### src/verilog/agcc_pkg.sv
// Purpose: Constants for the stereo ADC volume, trim and AGC block
// Assumes: Register numbers are byte offsets on the device register port
// Notes: Gain values count half-decibel steps; levels use a log scale
package agcc_pkg;
  // Register offsets
  localparam logic [6:0] ADDR_STATUS = 7'h24;
  localparam logic [6:0] ADDR_NOISE = 7'h2f;
  localparam logic [6:0] ADDR_STEP = 7'h51;
  localparam logic [6:0] ADDR_TRIM = 7'h52;
  localparam logic [6:0] ADDR_VOL_L = 7'h53;
  localparam logic [6:0] ADDR_VOL_R = 7'h54;
  localparam logic [6:0] ADDR_AGC_L = 7'h56;
  localparam logic [6:0] ADDR_AGC_R = 7'h5e;
  localparam logic [6:0] ADDR_AGC_END = 7'h66;
  localparam logic [2:0] AGC_GAIN_IDX = 3'h7;
  // Values after reset
  localparam logic [6:0] RST_VOL = 7'h00;
  localparam logic [1:0] RST_STEP = 2'h0;
  localparam logic [7:0] RST_TRIM = 8'h00;
  localparam logic [7:0] RST_AGC = 8'h00;
  localparam logic [6:0] RST_PGA = 7'h00;
  // Field positions
  localparam int STAT_VOL_L = 7;
  localparam int STAT_SAT_L = 5;
  localparam int STAT_VOL_R = 3;
  localparam int STAT_SAT_R = 1;
  localparam int NOISE_BIT_L = 6;
  localparam int NOISE_BIT_R = 5;
  // Soft-step modes (bit 1 set disables stepping)
  localparam logic [1:0] STEP_ONE = 2'h0;
  localparam logic [1:0] STEP_TWO = 2'h1;
  // Volume code limits and gain table layout
  localparam logic [6:0] VOL_MIN = 7'h68;
  localparam logic [6:0] VOL_MAX = 7'h28;
  localparam logic [6:0] VOL_BIAS = 7'h18;
  localparam logic [6:0] VOL_OCT = 7'h0c;
  localparam logic [6:0] PGA_MAX = 7'h50;
  localparam logic [3:0] TRIM_MAX = 4'h4;
  localparam logic [16:0] VOL_MANT [12] = '{17'h08000, 17'h0879c, 17'h08fad, 17'h09838,
    17'h0a145, 17'h0aadc, 17'h0b505, 17'h0bfc9, 17'h0cb30, 17'h0d745, 17'h0e412, 17'h0f1a2};
  localparam logic [15:0] TRIM_MULT [5] = '{16'h8000, 16'h7e87, 16'h7d12, 16'h7ba3, 16'h7a37};
  // Level detector and log-domain thresholds
  localparam int AVG_SHIFT = 5;
  localparam logic [8:0] LOG_FS = 9'h170;
  localparam logic [15:0] DB_TO_LOG = 16'h0055;
  localparam logic [15:0] THR_BASE = 16'h001c;
  localparam logic [8:0] HYST_LOG [4] = '{9'h002, 9'h005, 9'h007, 9'h000};
  localparam logic [15:0] TGT_HALF [8] = '{16'h000b, 16'h0010, 16'h0014, 16'h0018,
    16'h001c, 16'h0022, 16'h0028, 16'h0030};
  typedef enum logic {NS_SIGNAL, NS_NOISE} agcc_nstate_e;
endpackage : agcc_pkg

### src/verilog/agcc_buf.sv
// Purpose: Two-entry buffer on the output sample path
// Assumes: Source and sink share the core clock
// Notes: Ready and output data come straight from flip-flops
`timescale 1ns/1ps
`default_nettype none
module agcc_buf #(
  parameter int WIDTH = 32
) (
  input wire logic i_core_clk,
  input wire logic i_rst_n,
  input wire logic i_in_valid,
  input wire logic [WIDTH-1:0] i_in_data,
  output logic o_in_ready,
  output logic o_out_valid,
  output logic [WIDTH-1:0] o_out_data,
  input wire logic i_out_ready
);
  logic [WIDTH-1:0] skid_reg;
  logic skid_empty_reg;
  logic out_valid_reg;
  logic [WIDTH-1:0] out_reg;

  assign o_in_ready = skid_empty_reg;
  assign o_out_valid = out_valid_reg;
  assign o_out_data = out_reg;

  // Head word moves on drain; second word parks while sink stalls
  always_ff @(posedge i_core_clk)
  begin
    if (!i_rst_n)
    begin
      skid_reg <= '0;
      skid_empty_reg <= 1'b1;
      out_valid_reg <= 1'b0;
      out_reg <= '0;
    end
    else if (!out_valid_reg || i_out_ready)
    begin
      if (!skid_empty_reg)
      begin
        out_reg <= skid_reg;
        out_valid_reg <= 1'b1;
        skid_empty_reg <= 1'b1;
      end
      else
      begin
        out_reg <= i_in_data;
        out_valid_reg <= i_in_valid;
      end
    end
    else if (i_in_valid && skid_empty_reg)
    begin
      skid_reg <= i_in_data;
      skid_empty_reg <= 1'b0;
    end
  end
endmodule : agcc_buf
`default_nettype wire

### src/verilog/agcc_level.sv
// Purpose: Average of absolute sample value, reported on a log scale
// Assumes: One update per accepted sample
// Notes: Log unit is one sixteenth of an octave
`timescale 1ns/1ps
`default_nettype none
module agcc_level
  import agcc_pkg::*;
(
  input wire logic i_core_clk,
  input wire logic i_rst_n,
  input wire logic i_take,
  input wire logic [15:0] i_sample,
  output logic [8:0] o_level_log
);
  logic [23:0] avg_reg;
  logic [23:0] mag;
  logic [24:0] diff;
  logic [8:0] log_next;
  logic [23:0] norm;

  // Absolute value scaled so full scale sits at bit 23
  always_comb
  begin
    mag = {(i_sample[15] ? 16'(-i_sample) : i_sample), 8'h00};
    diff = {1'b0, mag} - {1'b0, avg_reg};
  end

  // Running average, not a peak hold
  always_ff @(posedge i_core_clk)
  begin
    if (!i_rst_n)
      avg_reg <= '0;
    else if (i_take)
      avg_reg <= 24'($signed({1'b0, avg_reg}) + ($signed(diff) >>> AVG_SHIFT));
  end

  // Leading one plus four bits below it
  always_comb
  begin
    log_next = '0;
    norm = '0;
    for (int b = 0; b < 24; b++)
    begin
      if (avg_reg[b])
      begin
        norm = avg_reg << (23 - b);
        log_next = 9'(b * 16) + 9'(norm[22:19]);
      end
    end
  end

  always_ff @(posedge i_core_clk)
  begin
    if (!i_rst_n)
      o_level_log <= '0;
    else
      o_level_log <= log_next;
  end
endmodule : agcc_level
`default_nettype wire

### src/verilog/agcc_top.sv
// Purpose: Stereo ADC digital volume, fine trim and AGC of PGA gain
// Assumes: One sample period per accepted stereo sample pair
// Notes: Registers sit on a simple byte port at their device offsets
// Summary of operation
// - Per-channel volume, -12 to +20 dB, half-dB
// - Seven-bit twos-complement volume code, reset unity
// - Volume soft-steps one/two per sample, or jumps
// - Power-down ramps volume to minimum, then off
// - Status bits 7/3 show volume reached
// - Fine trim attenuation 0 to -0.4 dB
// - AGC steers PGA gain once per sample
// - Level is running average of magnitude
// - Eight target levels, -5.5 to -24 dBFS
// - Above target, lower gain at attack rate
// - Below target, raise gain at decay rate
// - Noise steps gain to unity, sets flag
// - Noise threshold -30 to -90 dB, can disable
// - AGC never raises gain past programmed ceiling; steps down if above
// - Hysteresis window around threshold, can disable
// - Noise after below-threshold debounce; no raising
// - Resume raising after signal debounce time
// - Noise flag readable; unity gain while set
// - Gain readback register shows applied AGC gain
// - PGA gain moves one step per one/two samples
// - Saturation flag when ceiling blocks target
`timescale 1ns/1ps
`default_nettype none
module agcc_top
  import agcc_pkg::*;
(
  input wire logic i_core_clk,
  input wire logic i_rst_n,
  input wire logic [6:0] i_reg_addr,
  input wire logic i_reg_wr,
  input wire logic [7:0] i_reg_wdata,
  input wire logic i_reg_rd,
  output logic [7:0] o_reg_rdata,
  input wire logic i_pwr_l,
  input wire logic i_pwr_r,
  input wire logic i_smp_valid,
  input wire logic [15:0] i_smp_l,
  input wire logic [15:0] i_smp_r,
  output logic o_smp_ready,
  output logic o_out_valid,
  output logic [15:0] o_out_l,
  output logic [15:0] o_out_r,
  input wire logic i_out_ready,
  output logic [6:0] o_pga_gain_l,
  output logic [6:0] o_pga_gain_r,
  output logic o_ch_on_l,
  output logic o_ch_on_r
);

  logic [7:0] agc_cfg_reg [2][8];
  logic [6:0] vol_reg [2];
  logic [7:0] trim_reg;
  logic [1:0] step_reg;
  logic [6:0] app_vol_reg [2];
  logic [6:0] pga_reg [2];
  logic sat_reg [2];
  agcc_nstate_e nstate_reg [2];
  logic on_reg [2];
  logic pwr [2];
  logic [15:0] smp [2];
  logic [15:0] scaled [2];
  logic [8:0] lvl [2];
  logic take, agc_sel, agc_ch, rd_status;
  logic [2:0] agc_idx;
  logic [7:0] rd_mux;
  logic [31:0] out_word;

  assign take = i_smp_valid && o_smp_ready;
  assign pwr[0] = i_pwr_l;
  assign pwr[1] = i_pwr_r;
  assign smp[0] = i_smp_l;
  assign smp[1] = i_smp_r;
  assign o_out_l = out_word[31:16];
  assign o_out_r = out_word[15:0];
  assign o_pga_gain_l = pga_reg[0];
  assign o_pga_gain_r = pga_reg[1];
  assign o_ch_on_l = on_reg[0];
  assign o_ch_on_r = on_reg[1];
  assign rd_status = i_reg_rd && (i_reg_addr == ADDR_STATUS);

  // AGC register window decode
  always_comb
  begin
    agc_sel = (i_reg_addr >= ADDR_AGC_L) && (i_reg_addr < ADDR_AGC_END);
    agc_ch = (i_reg_addr >= ADDR_AGC_R);
    agc_idx = 3'(i_reg_addr - (agc_ch ? ADDR_AGC_R : ADDR_AGC_L));
  end

  // Writable configuration
  always_ff @(posedge i_core_clk)
  begin
    if (!i_rst_n)
    begin
      vol_reg[0] <= RST_VOL;
      vol_reg[1] <= RST_VOL;
      trim_reg <= RST_TRIM;
      step_reg <= RST_STEP;
      for (int c = 0; c < 2; c++)
        for (int r = 0; r < 8; r++)
          agc_cfg_reg[c][r] <= RST_AGC;
    end
    else if (i_reg_wr)
    begin
      if (i_reg_addr == ADDR_VOL_L)
        vol_reg[0] <= i_reg_wdata[6:0];
      if (i_reg_addr == ADDR_VOL_R)
        vol_reg[1] <= i_reg_wdata[6:0];
      if (i_reg_addr == ADDR_TRIM)
        trim_reg <= i_reg_wdata;
      if (i_reg_addr == ADDR_STEP)
        step_reg <= i_reg_wdata[1:0];
      if (agc_sel && agc_idx != AGC_GAIN_IDX)
        agc_cfg_reg[agc_ch][agc_idx] <= i_reg_wdata;
    end
  end

  // Read mux; unmapped offsets read zero
  always_comb
  begin
    rd_mux = 8'h00;
    if (i_reg_addr == ADDR_STATUS)
    begin
      rd_mux[STAT_VOL_L] = (app_vol_reg[0] == vol_reg[0]);
      rd_mux[STAT_SAT_L] = sat_reg[0];
      rd_mux[STAT_VOL_R] = (app_vol_reg[1] == vol_reg[1]);
      rd_mux[STAT_SAT_R] = sat_reg[1];
    end
    else if (i_reg_addr == ADDR_NOISE)
    begin
      rd_mux[NOISE_BIT_L] = (nstate_reg[0] == NS_NOISE);
      rd_mux[NOISE_BIT_R] = (nstate_reg[1] == NS_NOISE);
    end
    else if (i_reg_addr == ADDR_STEP)
      rd_mux = {6'h00, step_reg};
    else if (i_reg_addr == ADDR_TRIM)
      rd_mux = trim_reg;
    else if (i_reg_addr == ADDR_VOL_L)
      rd_mux = {1'b0, vol_reg[0]};
    else if (i_reg_addr == ADDR_VOL_R)
      rd_mux = {1'b0, vol_reg[1]};
    else if (agc_sel && agc_idx == AGC_GAIN_IDX)
      rd_mux = {1'b0, pga_reg[agc_ch]};
    else if (agc_sel)
      rd_mux = agc_cfg_reg[agc_ch][agc_idx];
  end

  always_ff @(posedge i_core_clk)
  begin
    if (!i_rst_n)
      o_reg_rdata <= 8'h00;
    else if (i_reg_rd)
      o_reg_rdata <= rd_mux;
  end

  // Independent per-channel volume, trim and AGC
  for (genvar ch = 0; ch < 2; ch++)
  begin : gen_ch
    logic [6:0] vol_tgt, u, idx, oct, max_g;
    logic [3:0] trim_sel;
    logic signed [33:0] p1, v1;
    logic signed [42:0] p2, v2;
    logic [7:0] c0, c1, c3, c4;
    logic [4:0] nd_cfg;
    logic [3:0] sd_cfg;
    logic [8:0] thr_u, hy_u, tgt_u;
    logic [15:0] thr_mul;
    logic thr_on, below, above, under_thr, slew_ok, agc_en;
    logic [4:0] nd_cnt_reg;
    logic [3:0] sd_cnt_reg;
    logic [7:0] atk_cnt_reg, dec_cnt_reg;
    logic phase_reg;

    // Signed half-dB code to mantissa and octave, then trim
    always_comb
    begin
      u = 7'(vol_reg[ch] == app_vol_reg[ch] ? app_vol_reg[ch] + VOL_BIAS
                                           : app_vol_reg[ch] + VOL_BIAS);
      idx = u % VOL_OCT;
      oct = u / VOL_OCT;
      trim_sel = (ch == 0) ? trim_reg[7:4] : trim_reg[3:0];
      if (trim_sel > TRIM_MAX)
        trim_sel = TRIM_MAX;
      p1 = $signed(smp[ch]) * $signed({1'b0, VOL_MANT[idx[3:0]]});
      v1 = p1 >>> (7'd17 - oct);
      p2 = $signed(v1[25:0]) * $signed({1'b0, TRIM_MULT[trim_sel[2:0]]});
      v2 = p2 >>> 15;
      if (v2 > 43'sd32767)
        scaled[ch] = 16'h7fff;
      else if (v2 < -43'sd32768)
        scaled[ch] = 16'h8000;
      else
        scaled[ch] = v2[15:0];
    end

    // Applied volume walks toward its target once per sample
    always_comb
      vol_tgt = pwr[ch] ? vol_reg[ch] : VOL_MIN;

    always_ff @(posedge i_core_clk)
    begin
      if (!i_rst_n)
        app_vol_reg[ch] <= RST_VOL;
      else if (take && app_vol_reg[ch] != vol_tgt)
      begin
        if (step_reg[1])
          app_vol_reg[ch] <= vol_tgt;
        else if ($signed(vol_tgt) > $signed(app_vol_reg[ch]))
          app_vol_reg[ch] <= (step_reg == STEP_TWO &&
            $signed(vol_tgt) > $signed(7'(app_vol_reg[ch] + 7'h01))) ?
            7'(app_vol_reg[ch] + 7'h02) : 7'(app_vol_reg[ch] + 7'h01);
        else
          app_vol_reg[ch] <= (step_reg == STEP_TWO &&
            $signed(vol_tgt) < $signed(7'(app_vol_reg[ch] - 7'h01))) ?
            7'(app_vol_reg[ch] - 7'h02) : 7'(app_vol_reg[ch] - 7'h01);
      end
    end

    // Channel shuts off only once the ramp has reached minimum
    always_ff @(posedge i_core_clk)
    begin
      if (!i_rst_n)
        on_reg[ch] <= 1'b0;
      else if (pwr[ch])
        on_reg[ch] <= 1'b1;
      else if (app_vol_reg[ch] == VOL_MIN)
        on_reg[ch] <= 1'b0;
    end

    agcc_level u_level (
      .i_core_clk(i_core_clk),
      .i_rst_n(i_rst_n),
      .i_take(take),
      .i_sample(smp[ch]),
      .o_level_log(lvl[ch])
    );

    // Configuration fields and log-domain comparisons
    always_comb
    begin
      c0 = agc_cfg_reg[ch][0];
      c1 = agc_cfg_reg[ch][1];
      c3 = agc_cfg_reg[ch][3];
      c4 = agc_cfg_reg[ch][4];
      nd_cfg = agc_cfg_reg[ch][5][4:0];
      sd_cfg = agc_cfg_reg[ch][6][3:0];
      agc_en = c0[7];
      max_g = (agc_cfg_reg[ch][2][6:0] > PGA_MAX) ? PGA_MAX : agc_cfg_reg[ch][2][6:0];
      tgt_u = LOG_FS - 9'((TGT_HALF[c0[6:4]] * DB_TO_LOG) >> 6);
      thr_on = (c1[5:1] != 5'h00);
      thr_mul = (THR_BASE + 16'(c1[5:1]) * 16'h0002) * DB_TO_LOG;
      thr_u = LOG_FS - 9'(thr_mul >> 5);
      hy_u = HYST_LOG[c1[7:6]];
      below = ({1'b0, lvl[ch]} + {1'b0, hy_u}) < {1'b0, thr_u};
      above = {1'b0, lvl[ch]} > ({1'b0, thr_u} + {1'b0, hy_u});
      under_thr = thr_on && (lvl[ch] < thr_u);
      slew_ok = (step_reg != STEP_TWO) || phase_reg;
    end

    // Noise and signal classification with debounce
    always_ff @(posedge i_core_clk)
    begin
      if (!i_rst_n)
      begin
        nstate_reg[ch] <= NS_SIGNAL;
        nd_cnt_reg <= '0;
        sd_cnt_reg <= '0;
      end
      else if (take)
      begin
        if (!thr_on || !agc_en)
        begin
          nstate_reg[ch] <= NS_SIGNAL;
          nd_cnt_reg <= '0;
          sd_cnt_reg <= '0;
        end
        else if (nstate_reg[ch] == NS_SIGNAL)
        begin
          sd_cnt_reg <= '0;
          if (!below)
            nd_cnt_reg <= '0;
          else if (nd_cnt_reg >= nd_cfg)
          begin
            nstate_reg[ch] <= NS_NOISE;
            nd_cnt_reg <= '0;
          end
          else
            nd_cnt_reg <= 5'(nd_cnt_reg + 5'h01);
        end
        else
        begin
          if (!above)
            sd_cnt_reg <= '0;
          else if (sd_cnt_reg >= sd_cfg)
          begin
            nstate_reg[ch] <= NS_SIGNAL;
            sd_cnt_reg <= '0;
          end
          else
            sd_cnt_reg <= 4'(sd_cnt_reg + 4'h1);
        end
      end
    end

    // PGA gain update once per sample
    always_ff @(posedge i_core_clk)
    begin
      if (!i_rst_n)
      begin
        pga_reg[ch] <= RST_PGA;
        atk_cnt_reg <= '0;
        dec_cnt_reg <= '0;
        phase_reg <= 1'b0;
      end
      else if (take)
      begin
        phase_reg <= ~phase_reg;
        if (!agc_en || nstate_reg[ch] == NS_NOISE || pga_reg[ch] > max_g)
        begin
          atk_cnt_reg <= '0;
          dec_cnt_reg <= '0;
          if (slew_ok && pga_reg[ch] != 7'h00)
            pga_reg[ch] <= 7'(pga_reg[ch] - 7'h01);
        end
        else if (lvl[ch] > tgt_u)
        begin
          dec_cnt_reg <= '0;
          if (atk_cnt_reg < c3)
            atk_cnt_reg <= 8'(atk_cnt_reg + 8'h01);
          else if (slew_ok)
          begin
            atk_cnt_reg <= '0;
            if (pga_reg[ch] != 7'h00)
              pga_reg[ch] <= 7'(pga_reg[ch] - 7'h01);
          end
        end
        else if (lvl[ch] < tgt_u && !under_thr)
        begin
          atk_cnt_reg <= '0;
          if (dec_cnt_reg < c4)
            dec_cnt_reg <= 8'(dec_cnt_reg + 8'h01);
          else if (slew_ok)
          begin
            dec_cnt_reg <= '0;
            if (pga_reg[ch] < max_g)
              pga_reg[ch] <= 7'(pga_reg[ch] + 7'h01);
          end
        end
        else
        begin
          atk_cnt_reg <= '0;
          dec_cnt_reg <= '0;
        end
      end
    end

    // Sticky saturation; a new event wins over clear-on-read
    always_ff @(posedge i_core_clk)
    begin
      if (!i_rst_n)
        sat_reg[ch] <= 1'b0;
      else if (take && agc_en && nstate_reg[ch] == NS_SIGNAL && lvl[ch] < tgt_u &&
               !under_thr && pga_reg[ch] >= max_g)
        sat_reg[ch] <= 1'b1;
      else if (rd_status)
        sat_reg[ch] <= 1'b0;
    end

  end

  // Scaled stereo word into the two-entry buffer
  agcc_buf #(
    .WIDTH(32)
  ) u_buf (
    .i_core_clk(i_core_clk),
    .i_rst_n(i_rst_n),
    .i_in_valid(i_smp_valid),
    .i_in_data({scaled[0], scaled[1]}),
    .o_in_ready(o_smp_ready),
    .o_out_valid(o_out_valid),
    .o_out_data(out_word),
    .i_out_ready(i_out_ready)
  );
endmodule : agcc_top
`default_nettype wire

### config.mk
export PLATFORM = sky130hd
export DESIGN_NAME = agcc_top
export DESIGN_NICKNAME = d
export VERILOG_FILES = /design/src/verilog/agcc_pkg.sv /design/src/verilog/agcc_buf.sv /design/src/verilog/agcc_level.sv /design/src/verilog/agcc_top.sv
export SDC_FILE = /design/constraint.sdc
export NUM_CORES = 2
export LEC_CHECK = 0
export BUFFER_PORTS_ARGS = -buffer_cell sky130_fd_sc_hd__buf_2
export CAP_MARGIN = 20
export CORE_ASPECT_RATIO = 1.75
export CORE_MARGIN = 8
export CORE_UTILIZATION = 40
export DETAILED_ROUTE_END_ITERATION = 10
export PLACE_DENSITY_LB_ADDON = 0.2
export SETUP_SLACK_MARGIN = 0.15
export SKIP_CTS_REPAIR_TIMING = 1
export SYNTH_ARGS = -nofsm -noshare
export SYNTH_HDL_FRONTEND = slang
export SYNTH_SLANG_ARGS = --single-unit
### constraint.sdc
create_clock -name i_core_clk -period 17.35 [get_ports i_core_clk]
set_input_delay 1.735 -clock i_core_clk [delete_from_list [all_inputs] [get_ports i_core_clk]]
set_output_delay 1.735 -clock i_core_clk [all_outputs]
set_load 0.1 [all_outputs]
* After elaboration in Yosys (flattened, before gate mapping)
Memories as Yosys holds them, arrays and structs flattened. Index checks and enable logic that the tools add are counted.
Word-level totals: bits in read-only memories 1056, memories 13, input port bits 55, logic and storage cells 624, bits in writable memories 176, flip-flop bits (word level) 202
Memory list:
- (name not given) | words 16, width 17, read ports 1, clocked after Yosys merged registers in 0, write ports 0, RTL line agcc_top.sv:187 | p1 = $signed(smp[ch]) * $signed({1'b0, VOL_MANT[idx[3:0]]});
- (name not given) | words 16, width 17, read ports 1, clocked after Yosys merged registers in 0, write ports 0, RTL line agcc_top.sv:187
- (name not given) | words 8, width 16, read ports 1, clocked after Yosys merged registers in 0, write ports 0, RTL line agcc_top.sv:252 | tgt_u = LOG_FS - 9'((TGT_HALF[c0[6:4]] * DB_TO_LOG) >> 6);
- (name not given) | words 8, width 16, read ports 1, clocked after Yosys merged registers in 0, write ports 0, RTL line agcc_top.sv:189 | p2 = $signed(v1[25:0]) * $signed({1'b0, TRIM_MULT[trim_sel[2:0]]});
- (name not given) | words 8, width 16, read ports 1, clocked after Yosys merged registers in 0, write ports 0, RTL line agcc_top.sv:252
- (name not given) | words 8, width 16, read ports 1, clocked after Yosys merged registers in 0, write ports 0, RTL line agcc_top.sv:189
- +7 memories
Operators by class: muxes and demuxes 314, bitwise logic cells 43, shift operators 2, equal/unequal tests 22, multipliers 8, reductions and logical operators 59, div/mod/pow operators 4, $add $sub $neg 87, order comparisons 51
Operators with widths (count):
- $mux W9 | 50
- $mux W16 | 14
- $mux W8 | 25
- $mux W64 | 3
- $mux W1 | 171
- $mux W7 | 22
- $add A8 B4 Y9 const A | 16
- $add A9 B4 Y9 const A | 16
- $mul A26 B17 Y43 | 2
- $mul A16 B18 Y34 | 2
- $mux W17 | 4
- $sshr A34 B7 Y26 | 2
- $add A7 B4 Y8 const A | 8
- $reduce_or A64 Y1 | 1
- $gt A28 B16 Y1 const B | 2
- $lt A28 B16 Y1 const B | 2
- $sub A24 B24 Y25 | 2
- $add A24 B20 Y24 | 2
- $mux W5 | 9
- $eq A7 B7 Y1 const B | 6
- $gt A7 B7 Y1 | 6
- $add A9 B9 Y10 | 4
- $bmux W9 S2 | 2
- $lt A9 B9 Y1 | 4
- 62 further kinds | 215

* Logic depth before layout (Yosys ltp)
depth after elaboration 24, mapped depth 73, gate-level depth less buffers 64

* Modules after synthesis
A second synthesis with hierarchy kept.
Unflattened totals: cell total of the unflattened synthesis 9816, area total of the unflattened synthesis 83624.0 sq um
By module, submodules not included:
- agcc_top | area each 72433.2 sq um, instances 1, cells each 8387, sequential area each 6175.9 sq um
- agcc_level | area each 4144.0 sq um, instances 2, cells each 568, sequential area each 660.6 sq um
- agcc_buf | area each 2902.8 sq um, instances 1, cells each 293, sequential area each 1321.3 sq um

* Least setup slack after synthesis
Ideal clock, no wire load.
kind register to register, start memory app_vol_reg[0][0], end register u_buf.skid_reg[23], path slack 0.950 ns, stages on the path, launching flop included 64, arrival 16.278 ns, buffers on the path 8, cells stage by stage edfxtp_1 -> clkbuf_1 -> inv_1 -> ha_1 -> a211o_1 -> or3b_1 -> a21oi_1 -> o21ai_1 -> and2_1 -> buf_2 -> buf_2 -> buf_2 -> xnor2_1 -> nand2_1 -> a31oi_1 -> clkbuf_1 -> nand2_1 -> fa_1 -> [28 not listed] -> fa_1 -> inv_1 -> fa_1 -> inv_1 -> ha_1 -> a21o_1 -> a21o_1 -> a21oi_1 -> o21ai_0 -> o21ai_1 -> nand3_1 -> a311oi_1 -> o21ai_2 -> a2111oi_0 -> nor3_2 -> nor2_1 -> nor2_1 -> o311a_1
RTL lines:
- from (decl) | RTL line agcc_top.sv:58 | logic [6:0] app_vol_reg [2];
- to (signal assigned) | RTL line agcc_buf.sv:53 | skid_reg <= i_in_data;
- to (decl) | RTL line agcc_buf.sv:18 | logic [WIDTH-1:0] skid_reg;

==> summary.txt <==
Logic synthesis
  – Cell Area, Synth: between 80,000 and 90,000 sq um
  – Mapped Cells: 9,589
  – Syn_nets: 11.73k
  – Async S/R FF share, synth: 0
  – Predominant post-synthesis flop cell: dfxtp_1
  – #FFs+latches synth: 362
  – Post-synth EDFFs: 157
  – Post-synthesis sequential area ratio: 0.1082
  – Yosys Warn Count: 0
  – Netlist cell types: roughly 120
  – Syn_area_per_cell: 8.499 sq um

Clock tree
  – Reg clk slew, reported paths: 60 ps
  – CTS tree: yes
  – CTS Buf Count: 47
  – Clock sinks: 362
  – Root Buffer: clkbuf_16
  – Worst skew pair latency: about 680 ps
  – Buffer levels on the longest clock path: 3
  – H-tree levels: 2

Floorplanning
  – Starting density of the core: 0.4014
  – # IOs: 113
  – Core area: 203,000 sq um
  – Row count: 219
  – Die Wd: 357.2 um
  – Die Ht: 613.1 um
  – Full die area: 219,000 sq um

Place
  – DP HPWL: 235.3 mm
  – Post-place setup slack: -667.7 ps
  – Gpl congestion: 0.9701
  – Dpl cells: about 12k
  – Port Buf Inserts: 112

Global routing
  – Initial antenna violation count: 19
  – Busiest grt layer: met2
  – Met2 GRT Util: 0.4927
  – Global-route track usage on met1: 0.2583
  – GR Overflow Total: 0
  – Largest net degree at the start of global routing: 80
  – Total GRT Usage: 0.2572
  – Global-route wire length before repair: 434.9 mm
  – Vias in the first global route: 73.65k
  – Met3 global-route usage: 0.02295

Routing
  – Via count: 68.69k
  – 1st-pass router iterations: 8
  – Detail Route Antenna Nets: 0
  – Routed wire length: about 280 mm
  – Initial DRC count: 3,764
  – Via density: between 5 and 6
  – DR WL/cell: around 23 um
  – Post-route DRC: 0

Worst setup path
  – Worst-path fanout max: 10
  – CP Class: reg -> reg
  – CP arrival: 17,170 ps
  – Critical Path End Type: register
  – Critical path launch point type: register
  – Worst Path Required: around 18,000 ps
  – CP max stage delay: 560 ps
  – Worst path most repeated cell: fa_1
  – Slowest cell on crit path: fa_1
  – Crit path from: app_vol_reg[1][1]
  – Worst R2R Start: app_vol_reg[1][1]

STA
  – Clock period minus worst slack: 16,660 ps
  – Final-report setup violation count: 0
  – Setup ws final: a little under 700 ps
  – Fmax: 0.06003 GHz
  – Final period utilization: 0.9602
  – Hold Fails Final Rpt: 0
  – Slew HR: 0.1357
  – Worst-margin pin slew: approximately 1300 ps
  – WHS: 459.8 ps
  – Clock Skews: 78.32 ps
  – Total negative slack: 0 ps
  – Max-slew violation count: 0

Job
  – Max Cap Violations: 0

Finish
  – Layout cells sized above 1: 0.09380
  – Fin cells: 12.35k
  – Flip-flop count of the largest register after layout: 112
  – Nets: between 10k and 15k
  – Fill count: 20.21k
  – Area grow syn2layout: 9.375%

Min path
  – Hold Crit Class: reg -> reg
  – Worst hold start: u_buf.skid_reg[15]

Status
  – Outcome: finished, final reports clean
## through the flow
stage	cell area, sq um	util
2_1_floorplan	81500	-
3_3_place_gp	85760	0.4224
3_5_place_dp	85760	0.4224
4_1_cts	87510	0.4310
5_1_grt	89120	0.4389
6_report	89140	0.4390
## metal layers
metal	vias up	part of all wire
met5	-	0.00024
met3	846	0.035
met4	10	0.090
met2	1825	0.54
li1	31700	-
met1	34310	0.34
## Yosys cell counts, types with 25 or more instances
library cell | instances | area (sq um)
and2_1 | 287 | 1795
fa_1 | 1097 | 21960
nand3_1 | 172 | 860.8
nor4_1 | 32 | 200.2
edfxtp_1 | 157 | 4715
or2_2 | 43 | 269.0
nor2_1 | 728 | 2733
o31ai_1 | 47 | 352.8
nand4_1 | 59 | 369.1
o211ai_1 | 49 | 367.9
a21o_1 | 135 | 1013
ha_1 | 990 | 12390
a21boi_0 | 29 | 217.7
a211oi_1 | 88 | 660.6
xor2_1 | 92 | 805.8
or2_1 | 30 | 187.7
nor3_1 | 154 | 770.7
nor2b_1 | 92 | 575.6
inv_1 | 1731 | 6497
nand2b_1 | 178 | 1114
o21ai_0 | 290 | 1451
a221oi_1 | 32 | 280.3
or3_1 | 69 | 431.7
a31oi_1 | 93 | 581.8
xnor2_1 | 227 | 1988
nand2_1 | 715 | 2684
a21oi_1 | 450 | 2252
nor3b_1 | 25 | 187.7
o21a_1 | 89 | 668.1
buf_2 | 45 | 225.2
clkbuf_1 | 353 | 1325
mux4_2 | 32 | 720.7
mux2_2 | 29 | 326.6
mux2i_1 | 87 | 870.8
and3_1 | 137 | 857.1
o21bai_1 | 26 | 195.2
dfxtp_1 | 205 | 4104
## final timing paths
path | cells after the start | to | slack [ps]
hold / removal | 2 | u_buf.skid_reg[15] | 460
setup reg to reg | 61 | u_buf.o_out_data[1] | 690
hold reg to reg | 2 | u_buf.skid_reg[15] | 460
setup / recovery | 61 | u_buf.o_out_data[1] | 690
## critical path: cells and delay by family (launching register included)
family / cells / cell delay, ps
adders and majority gates: 15 / 7110
AOI/OAI and AO/OA: 17 / 3910
and+or+nand+nor: 11 / 2250
buffers and inverters: 16 / 2150
xor gates and xnor gates: 2 / 600
DFF: 1 / 410
## cells by family (layout without fill, tap and decap cells)
group | count (synthesis) | after routing | share of synthesized area
other | 0 | 11 | 0
and+or+nand+nor | 2787 | 2787 | 0.1674
xor gates and xnor gates | 322 | 322 | 0.03496
muxes | 151 | 151 | 0.02398
DFF | 362 | 362 | 0.1082
AOI/OAI and AO/OA | 1703 | 1704 | 0.1422
adders and majority gates | 2087 | 2087 | 0.4214
buffers and inverters | 2177 | 2278 | 0.1019
## placed cells by master, fill, tap and decap left out, types with 133 or more instances in the layout
| master | count |
|---|---|
| nor2_1 | 706 |
| o21ai_0 | 277 |
| fa_1 | 1095 |
| nand2_1 | 711 |
| edfxtp_1 | 157 |
| and2_1 | 282 |
| and3_1 | 133 |
| a21oi_1 | 436 |
| buf_4 | 318 |
| ha_1 | 984 |
| nand3_1 | 169 |
| inv_1 | 1730 |
| dfxtp_1 | 205 |
| a21o_1 | 133 |
| nor3_1 | 140 |
| xnor2_1 | 218 |
| nand2b_1 | 168 |
## area by class of cell
type / instances / area (sq um) / area share
Clock inverter: 38 / 536.8 / 0.006021
Timing Repair Buffer: 445 / 3153 / 0.03537
Clock buffer: 50 / 1209 / 0.01356
Antenna cell: 11 / 27.53 / 0.0003088
Inverter: 1745 / 6555 / 0.07354
Sequential cell: 362 / 8818 / 0.09893
Multi-Input combinational cell: 7051 / 65520 / 0.7351
Tap cell: 2652 / 3318 / 0.03722
Power is not shown: default switching activity piles up to over one toggle a cycle in this logic, so the estimate is an artifact.
